`src/include/csg_pkg.sv`:
```
// Constants for the CPU status and stack guard block
package csg_pkg;

  // Register byte addresses
  localparam logic [7:0] ADDR_STATUS = 8'h00;
  localparam logic [7:0] ADDR_CORE_CTRL = 8'h04;
  localparam logic [7:0] ADDR_INT_CTRL_ONE = 8'h08;
  localparam logic [7:0] ADDR_STACK_PTR = 8'h0c;
  localparam logic [7:0] ADDR_CEILING = 8'h10;
  localparam logic [7:0] ADDR_RAM_PROT = 8'h14;
  localparam logic [7:0] ADDR_EVT_STATUS = 8'h18;
  localparam logic [7:0] ADDR_EVT_MASK = 8'h1c;

  // Status register fields
  localparam int SR_C = 0;
  localparam int SR_Z = 1;
  localparam int SR_OV = 2;
  localparam int SR_N = 3;
  localparam int SR_RA = 4;
  localparam int SR_IPL_LO = 5;
  localparam int SR_IPL_HI = 7;
  localparam int SR_DC = 8;
  localparam logic [15:0] SR_WRITE_MASK = 16'h01ef;

  // Control fields
  localparam int CORE_IPL_TOP = 3;
  localparam int INTC_NEST_OFF = 15;
  localparam int PROT_BOOT_EN = 0;
  localparam int PROT_SEC_EN = 1;

  // Event bits
  localparam int EVT_CEIL = 0;
  localparam int EVT_FLOOR = 1;
  localparam int EVT_RAM = 2;
  localparam int EVT_W = 3;

  // Reset values and the highest IPL field value
  localparam logic [15:0] SR_RESET = 16'h0000;
  localparam logic [15:0] SP_RESET = 16'h0800;
  localparam logic [2:0] IPL_LEVEL_MAX = 3'h7;

  // Stack floor, stack step and protected RAM windows
  localparam logic [15:0] STACK_FLOOR = 16'h0800;
  localparam logic [15:0] STACK_STEP = 16'h0002;
  localparam logic [15:0] BOOT_RAM_LO = 16'h0800;
  localparam logic [15:0] BOOT_RAM_HI = 16'h08ff;
  localparam logic [15:0] SEC_RAM_LO = 16'h0900;
  localparam logic [15:0] SEC_RAM_HI = 16'h09ff;

  // Code segment executing the access
  typedef enum logic [1:0] {
    CSG_SEG_GENERAL,
    CSG_SEG_BOOT,
    CSG_SEG_SECURE
  } csg_seg_type;

  localparam logic [1:0] RESP_OKAY = 2'h0;
  localparam logic [1:0] RESP_SLVERR = 2'h2;

endpackage

```
`src/rtl/csg_core.sv`:
```
// CPU status register, software stack guard and secure RAM access check
//
// Decided for this implementation: the AXI4-Lite interface to the registers and the register addresses.
`timescale 1ns/100ps

module csg_core (
  // Clock and reset
  input wire logic clk,
  input wire logic rst,
  // AXI4-Lite write
  input wire logic [7:0] s_axi_awaddr,
  input wire logic s_axi_awvalid,
  output logic s_axi_awready,
  input wire logic [31:0] s_axi_wdata,
  input wire logic [3:0] s_axi_wstrb,
  input wire logic s_axi_wvalid,
  output logic s_axi_wready,
  output logic [1:0] s_axi_bresp,
  output logic s_axi_bvalid,
  input wire logic s_axi_bready,
  // AXI4-Lite read
  input wire logic [7:0] s_axi_araddr,
  input wire logic s_axi_arvalid,
  output logic s_axi_arready,
  output logic [31:0] s_axi_rdata,
  output logic [1:0] s_axi_rresp,
  output logic s_axi_rvalid,
  input wire logic s_axi_rready,
  // ALU flag update
  input wire logic alu_valid,
  input wire logic alu_byte,
  input wire logic alu_sub,
  input wire logic alu_cin,
  input wire logic [15:0] alu_a,
  input wire logic [15:0] alu_b,
  input wire logic loop_running,
  // Stack requests
  input wire logic stk_push,
  input wire logic stk_pop,
  input wire logic [15:0] stk_push_data,
  input wire logic pc_push_call,
  input wire logic pc_push_exc,
  input wire logic [22:0] pc_value,
  output logic stk_busy,
  // Stack memory access
  output logic mem_we,
  output logic mem_re,
  output logic [15:0] mem_addr,
  output logic [15:0] mem_wdata,
  // Data RAM access check
  input wire logic ram_acc_valid,
  input wire logic [15:0] ram_acc_addr,
  input wire csg_pkg::csg_seg_type ram_acc_seg,
  output logic ram_acc_deny,
  // Status outputs
  output logic [3:0] cpu_priority_level,
  output logic user_irq_disabled,
  output logic stack_error_trap,
  output logic irq
);

  ////////////////////////////////////////////////////////////////////////////
  // Register state
  logic [15:0] sr_q;
  logic [15:0] sr_d;
  logic [15:0] core_ctrl_q;
  logic [15:0] int_ctrl_q;
  logic [15:0] sp_q;
  logic [15:0] sp_d;
  logic [15:0] ceil_q;
  logic [15:0] prot_q;
  logic [3:0] evt_q;
  logic [3:0] evt_d;
  logic [3:0] mask_q;

  typedef enum logic {
    CSG_ST_IDLE,
    CSG_ST_PC_HIGH
  } csg_stk_state_type;
  csg_stk_state_type st_q;
  csg_stk_state_type st_d;
  logic [15:0] pc_hi_q;

  // Merge a 32-bit write into a 16-bit register under its byte strobes
  function automatic logic [15:0] merge16(input logic [15:0] old, input logic [31:0] data,
                                          input logic [3:0] strb);
    merge16 = old;
    if (strb[0]) begin
      merge16[7:0] = data[7:0];
    end
    if (strb[1]) begin
      merge16[15:8] = data[15:8];
    end
  endfunction

  ////////////////////////////////////////////////////////////////////////////
  // AXI4-Lite slave
  logic aw_have_q;
  logic w_have_q;
  logic [7:0] awaddr_q;
  logic [31:0] wdata_q;
  logic [3:0] wstrb_q;
  logic bvalid_q;
  logic [1:0] bresp_q;
  logic rvalid_q;
  logic [1:0] rresp_q;
  logic [31:0] rdata_q;

  wire wr_fire = aw_have_q && w_have_q && !bvalid_q;
  wire rd_fire = s_axi_arvalid && !rvalid_q;
  wire wr_status = wr_fire && awaddr_q == csg_pkg::ADDR_STATUS;
  wire wr_core = wr_fire && awaddr_q == csg_pkg::ADDR_CORE_CTRL;
  wire wr_intc = wr_fire && awaddr_q == csg_pkg::ADDR_INT_CTRL_ONE;
  wire wr_sp = wr_fire && awaddr_q == csg_pkg::ADDR_STACK_PTR;
  wire wr_ceil = wr_fire && awaddr_q == csg_pkg::ADDR_CEILING;
  wire wr_prot = wr_fire && awaddr_q == csg_pkg::ADDR_RAM_PROT;
  wire wr_mask = wr_fire && awaddr_q == csg_pkg::ADDR_EVT_MASK;
  wire wr_mapped = wr_status || wr_core || wr_intc || wr_sp || wr_ceil || wr_prot || wr_mask
                   || (awaddr_q == csg_pkg::ADDR_EVT_STATUS);
  wire rd_evt = rd_fire && s_axi_araddr == csg_pkg::ADDR_EVT_STATUS;

  logic [15:0] rd_val;
  logic rd_hit;
  always_comb begin
    rd_hit = 1'b1;
    unique case (s_axi_araddr)
      csg_pkg::ADDR_STATUS: rd_val = sr_q;
      csg_pkg::ADDR_CORE_CTRL: rd_val = core_ctrl_q;
      csg_pkg::ADDR_INT_CTRL_ONE: rd_val = int_ctrl_q;
      csg_pkg::ADDR_STACK_PTR: rd_val = sp_q;
      csg_pkg::ADDR_CEILING: rd_val = ceil_q;
      csg_pkg::ADDR_RAM_PROT: rd_val = prot_q;
      csg_pkg::ADDR_EVT_STATUS: rd_val = {12'h000, evt_q};
      csg_pkg::ADDR_EVT_MASK: rd_val = {12'h000, mask_q};
      default: begin
        rd_val = 16'h0000;
        rd_hit = 1'b0;
      end
    endcase
  end

  assign s_axi_awready = !aw_have_q && !bvalid_q;
  assign s_axi_wready = !w_have_q && !bvalid_q;
  assign s_axi_bvalid = bvalid_q;
  assign s_axi_bresp = bresp_q;
  assign s_axi_arready = !rvalid_q;
  assign s_axi_rvalid = rvalid_q;
  assign s_axi_rresp = rresp_q;
  assign s_axi_rdata = rdata_q;

  always_ff @(posedge clk) begin
    if (rst) begin
      aw_have_q <= 1'b0;
      w_have_q <= 1'b0;
      awaddr_q <= 8'h00;
      wdata_q <= 32'h0000_0000;
      wstrb_q <= 4'h0;
      bvalid_q <= 1'b0;
      bresp_q <= csg_pkg::RESP_OKAY;
    end else begin
      if (s_axi_awvalid && s_axi_awready) begin
        aw_have_q <= 1'b1;
        awaddr_q <= s_axi_awaddr;
      end
      if (s_axi_wvalid && s_axi_wready) begin
        w_have_q <= 1'b1;
        wdata_q <= s_axi_wdata;
        wstrb_q <= s_axi_wstrb;
      end
      if (wr_fire) begin
        aw_have_q <= 1'b0;
        w_have_q <= 1'b0;
        bvalid_q <= 1'b1;
        bresp_q <= wr_mapped ? csg_pkg::RESP_OKAY : csg_pkg::RESP_SLVERR;
      end else if (bvalid_q && s_axi_bready) begin
        bvalid_q <= 1'b0;
      end
    end
  end

  always_ff @(posedge clk) begin
    if (rst) begin
      rvalid_q <= 1'b0;
      rresp_q <= csg_pkg::RESP_OKAY;
      rdata_q <= 32'h0000_0000;
    end else if (rd_fire) begin
      rvalid_q <= 1'b1;
      rresp_q <= rd_hit ? csg_pkg::RESP_OKAY : csg_pkg::RESP_SLVERR;
      rdata_q <= {16'h0000, rd_val};
    end else if (s_axi_rready) begin
      rvalid_q <= 1'b0;
    end
  end

  ////////////////////////////////////////////////////////////////////////////
  // ALU flags
  wire [15:0] alu_bx = alu_sub ? ~alu_b : alu_b;
  wire [4:0] sum_nib = {1'b0, alu_a[3:0]} + {1'b0, alu_bx[3:0]} + {4'h0, alu_cin};
  wire [8:0] sum_byte = {1'b0, alu_a[7:0]} + {1'b0, alu_bx[7:0]} + {8'h00, alu_cin};
  wire [16:0] sum_word = {1'b0, alu_a} + {1'b0, alu_bx} + {16'h0000, alu_cin};
  wire res_msb = alu_byte ? sum_byte[7] : sum_word[15];
  wire a_msb = alu_byte ? alu_a[7] : alu_a[15];
  wire b_msb = alu_byte ? alu_bx[7] : alu_bx[15];
  wire flag_dc = alu_byte ? sum_nib[4] : sum_byte[8];
  wire flag_c = alu_byte ? sum_byte[8] : sum_word[16];
  wire flag_ov = (a_msb == b_msb) && (res_msb != a_msb);
  wire res_zero = alu_byte ? sum_byte[7:0] == 8'h00 : sum_word[15:0] == 16'h0000;
  wire nest_off = int_ctrl_q[csg_pkg::INTC_NEST_OFF];

  always_comb begin
    sr_d = sr_q;
    if (wr_status) begin
      sr_d = merge16(sr_q, wdata_q, wstrb_q) & csg_pkg::SR_WRITE_MASK;
      if (nest_off) begin
        sr_d[csg_pkg::SR_IPL_HI:csg_pkg::SR_IPL_LO] =
          sr_q[csg_pkg::SR_IPL_HI:csg_pkg::SR_IPL_LO];
      end
    end
    if (alu_valid) begin
      sr_d[csg_pkg::SR_DC] = flag_dc;
      sr_d[csg_pkg::SR_N] = res_msb;
      sr_d[csg_pkg::SR_OV] = flag_ov;
      sr_d[csg_pkg::SR_Z] = res_zero;
      sr_d[csg_pkg::SR_C] = flag_c;
    end
    sr_d[csg_pkg::SR_RA] = loop_running;
  end

  // Priority level: top bit from core control forms levels 8..15
  assign cpu_priority_level = {core_ctrl_q[csg_pkg::CORE_IPL_TOP],
                               sr_q[csg_pkg::SR_IPL_HI:csg_pkg::SR_IPL_LO]};
  assign user_irq_disabled = core_ctrl_q[csg_pkg::CORE_IPL_TOP]
    || sr_q[csg_pkg::SR_IPL_HI:csg_pkg::SR_IPL_LO] == csg_pkg::IPL_LEVEL_MAX;

  ////////////////////////////////////////////////////////////////////////////
  // Software stack
  wire start_pc = st_q == CSG_ST_IDLE && (pc_push_call || pc_push_exc);
  wire do_push = (st_q == CSG_ST_PC_HIGH) || start_pc || (st_q == CSG_ST_IDLE && stk_push);
  wire do_pop = st_q == CSG_ST_IDLE && !stk_push && !start_pc && stk_pop;
  wire [15:0] pop_ea = sp_q - csg_pkg::STACK_STEP;
  wire [15:0] stk_ea = do_pop ? pop_ea : sp_q;
  wire ceil_trap = do_push && sp_q > ceil_q;
  wire floor_trap = (do_push || do_pop) && stk_ea < csg_pkg::STACK_FLOOR;
  wire [7:0] pc_prefix = pc_push_exc ? sr_q[7:0] : 8'h00;
  wire [15:0] push_word = st_q == CSG_ST_PC_HIGH ? pc_hi_q :
                          start_pc ? {pc_value[15:1], 1'b0} : stk_push_data;

  assign stk_busy = st_q != CSG_ST_IDLE;
  always_comb begin
    st_d = st_q;
    sp_d = sp_q;
    unique case (st_q)
      CSG_ST_IDLE: begin
        if (start_pc) begin
          st_d = CSG_ST_PC_HIGH;
        end
      end
      CSG_ST_PC_HIGH: st_d = CSG_ST_IDLE;
    endcase
    if (do_push) begin
      sp_d = sp_q + csg_pkg::STACK_STEP;
    end else if (do_pop) begin
      sp_d = pop_ea;
    end else if (wr_sp) begin
      sp_d = merge16(sp_q, wdata_q, wstrb_q);
    end
    sp_d[0] = 1'b0;
  end

  always_ff @(posedge clk) begin
    if (rst) begin
      st_q <= CSG_ST_IDLE;
      sp_q <= csg_pkg::SP_RESET;
      pc_hi_q <= 16'h0000;
      mem_we <= 1'b0;
      mem_re <= 1'b0;
      mem_addr <= 16'h0000;
      mem_wdata <= 16'h0000;
    end else begin
      st_q <= st_d;
      sp_q <= sp_d;
      if (start_pc) begin
        pc_hi_q <= {pc_prefix, 1'b0, pc_value[22:16]};
      end
      mem_we <= do_push;
      mem_re <= do_pop;
      mem_addr <= stk_ea;
      mem_wdata <= push_word;
    end
  end

  // Ceiling has no reset by design; bit 0 reads zero once the ceiling has been written
  always_ff @(posedge clk) begin
    if (wr_ceil) begin
      ceil_q <= merge16(ceil_q, wdata_q, wstrb_q) & 16'hfffe;
    end
  end

  ////////////////////////////////////////////////////////////////////////////
  // Secure RAM windows
  wire in_boot = ram_acc_addr >= csg_pkg::BOOT_RAM_LO && ram_acc_addr <= csg_pkg::BOOT_RAM_HI;
  wire in_sec = ram_acc_addr >= csg_pkg::SEC_RAM_LO && ram_acc_addr <= csg_pkg::SEC_RAM_HI;
  wire boot_bad = prot_q[csg_pkg::PROT_BOOT_EN] && in_boot
                  && ram_acc_seg != csg_pkg::CSG_SEG_BOOT;
  wire sec_bad = prot_q[csg_pkg::PROT_SEC_EN] && in_sec
                 && ram_acc_seg != csg_pkg::CSG_SEG_SECURE;
  wire ram_bad = ram_acc_valid && (boot_bad || sec_bad);

  ////////////////////////////////////////////////////////////////////////////
  // Control registers, events and interrupt
  // Set beats the read clear in the same cycle
  wire [2:0] evt_set = {ram_bad, floor_trap, ceil_trap};
  always_comb begin
    evt_d = rd_evt ? 4'h0 : evt_q;
    evt_d = evt_d | {1'b0, evt_set};
  end

  always_ff @(posedge clk) begin
    if (rst) begin
      sr_q <= csg_pkg::SR_RESET;
      core_ctrl_q <= 16'h0000;
      int_ctrl_q <= 16'h0000;
      prot_q <= 16'h0000;
      evt_q <= 4'h0;
      mask_q <= 4'h0;
      ram_acc_deny <= 1'b0;
      stack_error_trap <= 1'b0;
    end else begin
      sr_q <= sr_d;
      if (wr_core) begin
        core_ctrl_q <= merge16(core_ctrl_q, wdata_q, wstrb_q) & 16'h0008;
      end
      if (wr_intc) begin
        int_ctrl_q <= merge16(int_ctrl_q, wdata_q, wstrb_q) & 16'h8000;
      end
      if (wr_prot) begin
        prot_q <= merge16(prot_q, wdata_q, wstrb_q) & 16'h0003;
      end
      if (wr_mask && wstrb_q[0]) begin
        mask_q <= {1'b0, wdata_q[2:0]};
      end
      evt_q <= evt_d;
      ram_acc_deny <= ram_bad;
      stack_error_trap <= ceil_trap || floor_trap;
    end
  end

  assign irq = |(evt_q & mask_q);

endmodule // csg_core

```
`config.mk`:
```
export PLATFORM = sky130hd
export DESIGN_NAME = csg_core
export DESIGN_NICKNAME = d
export VERILOG_FILES = /design/src/include/csg_pkg.sv /design/src/rtl/csg_core.sv
export SDC_FILE = /design/constraint.sdc
export NUM_CORES = 1
export LEC_CHECK = 0
export BUFFER_PORTS_ARGS = -buffer_cell sky130_fd_sc_hd__buf_4
export CAP_MARGIN = 10
export CORE_UTILIZATION = 45
export DETAILED_ROUTE_END_ITERATION = 6
export GPL_TIMING_DRIVEN = 0
export MAX_ROUTING_LAYER = met4
export PLACE_DENSITY = 0.74
export SKIP_CTS_REPAIR_TIMING = 1
export SLEW_MARGIN = 15
export SYNTH_ARGS = -nofsm -noshare
export SYNTH_HDL_FRONTEND = slang
export SYNTH_SLANG_ARGS = --single-unit
```
`constraint.sdc`:
```
create_clock -name clk -period 4.3 [get_ports clk]
set_input_delay 0.43 -clock clk [delete_from_list [all_inputs] [get_ports clk]]
set_output_delay 0.43 -clock clk [all_outputs]
set_load 0.02 [all_outputs]
```
### After elaboration in Yosys (flattened, before gate mapping)

Index checks and enable logic that the tools add are counted.

* logic and storage cells: 182
* bits of input ports: 158
* output and inout bits: 84
* register bits after elaboration: 153

* equal/unequal tests: 19
* add/subtract/negate cells: 8
* muxes and demuxes: 33
* reductions and logical operators: 78
* $lt $le $gt $ge: 6
* bitwise gates (word level): 5

Operator list (number)
* 16-bit one-hot mux with 8 select lines: 1
* 16-bit two-way mux: 7
* 8-bit by 5-bit equality test with 1-bit output, second input constant: 8
* 8-bit by 4-bit equality test with 1-bit output, second input constant: 4
* 16-bit by 12-bit >= comparator with 1-bit output, second input constant: 2
* 16-bit by 12-bit less-or-equal comparator with 1-bit output, second input constant: 2
* 1-bit logical AND: 32
* 8-bit two-way mux: 4
* 8-bit logical NOT: 3
* 2-bit AND reduction: 9
* 16-bit by 16-bit adder with 17-bit output: 1
* 17-bit by 1-bit adder with 17-bit output: 1
* 16-bit by 2-bit adder with 16-bit output, second input constant: 1
* 8-bit by 3-bit equality test with 1-bit output, second input constant: 2
* 16-bit > comparator: 1
* 16-bit logical NOT: 1
* 16-bit by 12-bit < comparator with 1-bit output, second input constant: 1
* 16-bit inverter: 1
* 16-bit by 2-bit subtractor with 16-bit output, second input constant: 1
* 1-bit logical OR: 14
* 1-bit two-way mux: 14
* 2-bit nonzero test: 5
* 8-bit by 8-bit adder with 9-bit output: 1
* 9-bit by 1-bit adder with 9-bit output: 1
* 21 further kinds: 32

### Longest topological paths before layout

* depth in word-level cells: 11
* gate-level depth with buffers: 14
* mapped depth without buffers: 12

### Least setup slack after synthesis

OpenSTA, ideal clock, no wires.

* path kind: input to register
* start point: input port alu_sub
* end point: register sr_q[1]
* arrival: 3.970 ns
* setup time: 0.084 ns
* slack: 0.246 ns
* data required time: 4.216 ns
* path buffers: 2
* cell stages on the path: 14
* cells stage by stage: clkbuf_1 -> buf_1 -> xor2_1 -> fa_1 -> inv_1 -> fa_1 -> nor2b_1 -> o2111a_1 -> or3_1 -> a221o_1 -> or4b_4 -> a2111oi_4 -> nand4_1 -> o31ai_2

* longest elaborated chain between the ends: 6
* elaborated cells on any way between the ends: 9
* classes of those cells: add/sub (4); mux (3); reduce/logical (2)

Ends and longest elaborated chain
* start, declared: RTL line csg_core.sv:32 `input wire logic alu_sub,`
* 16-bit two-way mux (*): RTL line csg_core.sv:197 `wire [15:0] alu_bx = alu_sub ? ~alu_b : alu_b;`
* 16-bit by 16-bit adder with 17-bit output / 8-bit by 8-bit adder with 9-bit output (equally long branches): RTL line csg_core.sv:200, csg_core.sv:199
* 17-bit by 1-bit adder with 17-bit output / 9-bit by 1-bit adder with 9-bit output (equally long branches): RTL line csg_core.sv:200, csg_core.sv:199
* 16-bit logical NOT / 8-bit logical NOT (equally long branches): RTL line csg_core.sv:207 `wire res_zero = alu_byte ? sum_byte[7:0] == 8'h00 : sum_word[15:0] == 16'h0000;`
* 1-bit two-way mux (*): RTL line csg_core.sv:207
* 4-bit two-way mux (*): RTL line csg_core.sv:219 `if (alu_valid) begin`
* end signal, assigned: RTL line csg_core.sv:320 `sr_q <= csg_pkg::SR_RESET;`
* end signal, assigned: RTL line csg_core.sv:329 `sr_q <= sr_d;`
* end, declared: RTL line csg_core.sv:64 `logic [15:0] sr_q;`

Mark *: on every way between the ends. The rest lies on a longest branch, timed or not.
A chain may end at the register's enable or synchronous reset.

### Worst setup path after layout

Same ends and word-level chain as after synthesis.

==> run summary <==
The final cell count without fillers is 1,495. The upper clock frequency limit is 260 MHz. The number of synthesized flops with an enable pin came out at 15. The first global-routing pass estimated between 30 and 40 mm of wire.

The final worst setup slack came out at 0.455 ns. The most common cell in the synthesized netlist is sky130_fd_sc_hd__nand2_1. The complex-gate fraction of the synthesized area came out at around 20%.

The aggregate global routing overflow is 0. The latest clock arrival within the worst-skew pair came out at around 0.43 ns. The top cell type's share of synthesized area came out at 32.5%. Measured against its own limit, the worst slew margin works out to 27.4%.

The arrival time at the worst endpoint is approximately 4.2 ns. The post-detailed-routing wire length came out at 25.8 mm. The number of core rows came out at 48. The number of placed instances, taps included came out at 1,463.

Power spread over the standard cell area amounts to 366 nW/µm². Synthesis produced 1,028 cells. The depth of the most critical reg-to-reg path is 11. The worst stage delay on the critical path came out at 0.53 ns. The number of antenna diodes came out at 0.

The setup skew after layout came out at 0.0116 ns. The endpoint class of the critical path is a flop. sky130_fd_sc_hd__dfxtp_1 takes more of the synthesized area than any other cell. The count of synthesis-stage warnings from yosys is 0. The worst hold path depth is 2. The average size of a mapped cell is around 8 µm². The endpoint with the worst hold slack is s_axi_rvalid.

The final critical delay including setup and external delays is 3.84 ns. Sorting the synthesized cells by area gives the leading types as sky130_fd_sc_hd__dfxtp_1 33%, sky130_fd_sc_hd__a21oi_1 7.2%, sky130_fd_sc_hd__nand2_1 6.2%. The path class of the lowest-slack min-delay path is in2reg. Detailed placement ended at an HPWL of roughly 20 mm. The share of post-route cells with drive strength above 1 is 21.1%.

The longest clock path from root to sink contains 2 buffers. The number of max-slew violations in the final report came to 0. The hold violation count in the final report is 0. The flow ran to the end, and the final reports show no timing, DRC or antenna violations. Once the floorplan was initialized, standard cells occupied 46.7% of the core. In this run, CTS created clock tree buffers numbering 17.

The fraction of synthesized area in multiplexers is 3.32%. The core region is 17,500 µm². The total global-route track usage is ~29%. By count the netlist is led by 136 x sky130_fd_sc_hd__nand2_1, 133 x sky130_fd_sc_hd__dfxtp_1, 118 x sky130_fd_sc_hd__a21oi_1. The count of nets left with antenna violations once routing finished came out at 0. Summing the areas of all fa, ha and maj instances in the mapped netlist gives 5.54% of the synthesized area. After detailed routing, the number of remaining DRC violations is 0. The setup-violating endpoint count in the final report came out at 0.

The leakage dissipation came out at 0.00450 µW. The critical path is of the in2reg type. The synthesized netlist devotes under 10% of its cell area to XOR and XNOR gates. The share of the clock period used by the worst path came out at between 80% and 90%. In the synthesized netlist the dominant register cell turns out to be sky130_fd_sc_hd__dfxtp_1.

The critical register-to-register path endpoint is stack_error_trap. The standard cell area after detailed placement came out at 9970 µm². The cell with the biggest individual delay on the critical path is sky130_fd_sc_hd__or4b_4.

For the pin with the worst max-slew slack, the measured transition is 1.08 ns. The internal reg-to-reg setup slack came out at 0.85 ns. Buffers placed on the I/O ports in this run total 192. At the placement stage, the worst setup path has a slack of -0.257 ns. The fraction of the mapped netlist area in simple logic gates is 21.5%. The via-per-instance ratio is about 5.5.

The most critical setup path has its startpoint at alu_sub. Summing every instance area after synthesis gives 8180 µm². The detailed-router iteration count before antenna repair came out at 6. The die height is 137 µm. Of the synthesized area, sequential elements account for 38.0%.

With fillers left out, the area of the finished cells amounts to 10,600 µm². The startpoint identified for the worst hold timing path is s_axi_rready. Among the stages of the critical path, the cell type that occurs most often is sky130_fd_sc_hd__fa_1. Walking the worst path, the cells encountered are clkbuf_1 -> clkbuf_2 -> xor2_1 -> fa_1 -> inv_1 -> fa_1 -> nor2b_1 -> o2111a_1 -> o21ai_1 -> a221o_1 -> or4b_4 -> a2111oi_4 -> nand4_1 -> o31ai_2. The horizontal die dimension is 137 µm.

The share of flip-flops with an asynchronous set or reset is 0%. The number of distinct library cells after synthesis came out at 68. Across all layers, the routed design uses 8,265 vias. Max-cap violations in this run came to 0. The initial antenna violation count is 0.

Dividing the detail-routed wire length by the instance count gives about 17 µm. Data on the critical path is required at its endpoint by about 4.6 ns. The category of the worst setup path launch point is a primary input.

The maximum vdd drop is 292 µV. At the end of routability-driven placement, the weighted congestion stood at roughly 0.97. The count of clock tree sinks is around 150. After the first detailed-routing iteration, the DRC count stood at 704. The via count of the first global-routing pass is 7,440. The register bit total from synthesis came out at 148.

The startpoint identified for the worst register-to-register timing path is sp_q[1]. The die footprint is 18,700 µm². The highest fanout seen on the critical path came out at 10. The top-level port count is between 200 and 250.

TritonCTS built the clock tree. The largest net degree at the start of global routing is 17. Setup repair after global routing left no endpoint under its margin. After clock tree synthesis, the clock-pin slew on the worst setup and hold paths is 0.06 ns. The clock root buffer master is sky130_fd_sc_hd__clkbuf_16. In this run the number of H-tree levels came out at 4.

The power after layout is 3890 µW. Compared with the post-synthesis result, the final layout area differs by 29.8%. The net count reported at finish is 1,450. After synthesis, the largest family of logic cells by area is simple AND/OR/NAND/NOR gates.
power by group:
| group | internal (µW) | switching, µW | leakage [µW] |
|---|---|---|---|
| registers | 1460 | 54.3 | 0.00122 |
| logic | 320 | 433 | 0.00297 |
| clock network | 1030 | 601 | 0.000317 |
worst max-delay path, delay by kind of cell:
family	cells	cell delay (ns)
compound gates	5	1.15
simple gates	3	0.96
buf+inv	3	0.77
fa+ha+maj	2	0.63
xor+xnor	1	0.22
state kept, by name, indices dropped and copies added, names as in the netlist, 2 cells and up:
name / cells
sr_q: 9
sp_q: 15
prot_q: 2
awaddr_q: 8
evt_q: 3
ceil_q: 15
pc_hi_q: 15
wstrb_q: 2
mem_addr: 15
mem_wdata: 16
wdata_q: 16
mask_q: 3
s_axi_rdata: 16
layout make-up:
class	instances	area, µm²
Fill cell	1647	6920
Tap cell	225	282
Timing Repair Buffer	192	1440
Inverter	36	135
Sequential cell	148	3110
Buffer	85	403
Clock buffer	21	472
Multi-Input combinational cell	777	4600
Clock inverter	11	174
worst max path at each step:
| stage | slack (ns) | end | depth (start not counted) |
|---|---|---|---|
| finish | 0.46 | sr_q[1] | 14 |
| global route | 0.19 | sr_q[1] | 14 |
| CTS | 0.18 | sr_q[1] | 14 |
| detailed placement | -0.26 | sr_q[1] | 14 |
| global placement | -0.15 | sr_q[1] | 14 |
| floorplan | 0.25 | sr_q[1] | 14 |
through the flow:
stage	hold WS (ns)	util, %	TNS (ns)
floorplan	0.430	-	0
global placement	0.439	56.9	-0.145
detailed placement	0.446	56.9	-0.257
CTS	0.184	60.6	0
global route	0.183	60.6	0
finish	0.189	60.6	0
logic make-up (layout without fill, tap and decap cells):
| kind of cell | Yosys count | count (layout) |
|---|---|---|
| compound gates | 267 | 267 |
| xor+xnor | 46 | 46 |
| fa+ha+maj | 35 | 35 |
| buf+inv | 121 | 345 |
| flops | 148 | 148 |
| mux | 26 | 26 |
| other cells | 1 | 19 |
| simple gates | 384 | 384 |
layer usage:
| layer | up-vias | GRT usage [%] | wire [µm] |
|---|---|---|---|
| li1 | 4025 | - | - |
| met1 | 3811 | 40.2 | 11800 |
| met2 | 383 | 42.0 | 11500 |
| met3 | 46 | 5.63 | 1960 |
| met4 | 0 | 6.84 | 482 |
| met5 | - | - | 0 |
cells in the final DEF (no fill, tap or decap), types with 9 or more instances in the layout:
cell type	synthesis	layout
sky130_fd_sc_hd__xor2_1	30	30
sky130_fd_sc_hd__nor2b_1	12	12
sky130_fd_sc_hd__edfxtp_1	15	15
sky130_fd_sc_hd__clkbuf_16	0	18
sky130_fd_sc_hd__a211oi_1	13	13
sky130_fd_sc_hd__nand3_1	24	24
sky130_fd_sc_hd__ha_1	33	33
sky130_fd_sc_hd__a21oi_1	118	118
sky130_fd_sc_hd__dfxtp_1	133	133
sky130_fd_sc_hd__clkbuf_1	57	59
sky130_fd_sc_hd__nor3_1	27	27
sky130_fd_sc_hd__conb_1	1	19
sky130_fd_sc_hd__inv_1	36	36
sky130_fd_sc_hd__nand4_1	11	11
sky130_fd_sc_hd__a221oi_1	10	10
sky130_fd_sc_hd__mux2i_1	17	17
sky130_fd_sc_hd__nor2_1	113	113
sky130_fd_sc_hd__o21ai_1	9	9
sky130_fd_sc_hd__and3_1	12	12
sky130_fd_sc_hd__xnor2_1	16	16
sky130_fd_sc_hd__buf_4	22	214
sky130_fd_sc_hd__a22oi_1	20	20
sky130_fd_sc_hd__nand2_1	136	136
sky130_fd_sc_hd__o21ai_0	46	46
sky130_fd_sc_hd__or3_1	10	10
Note: power is estimated with default switching activity, not from simulation.
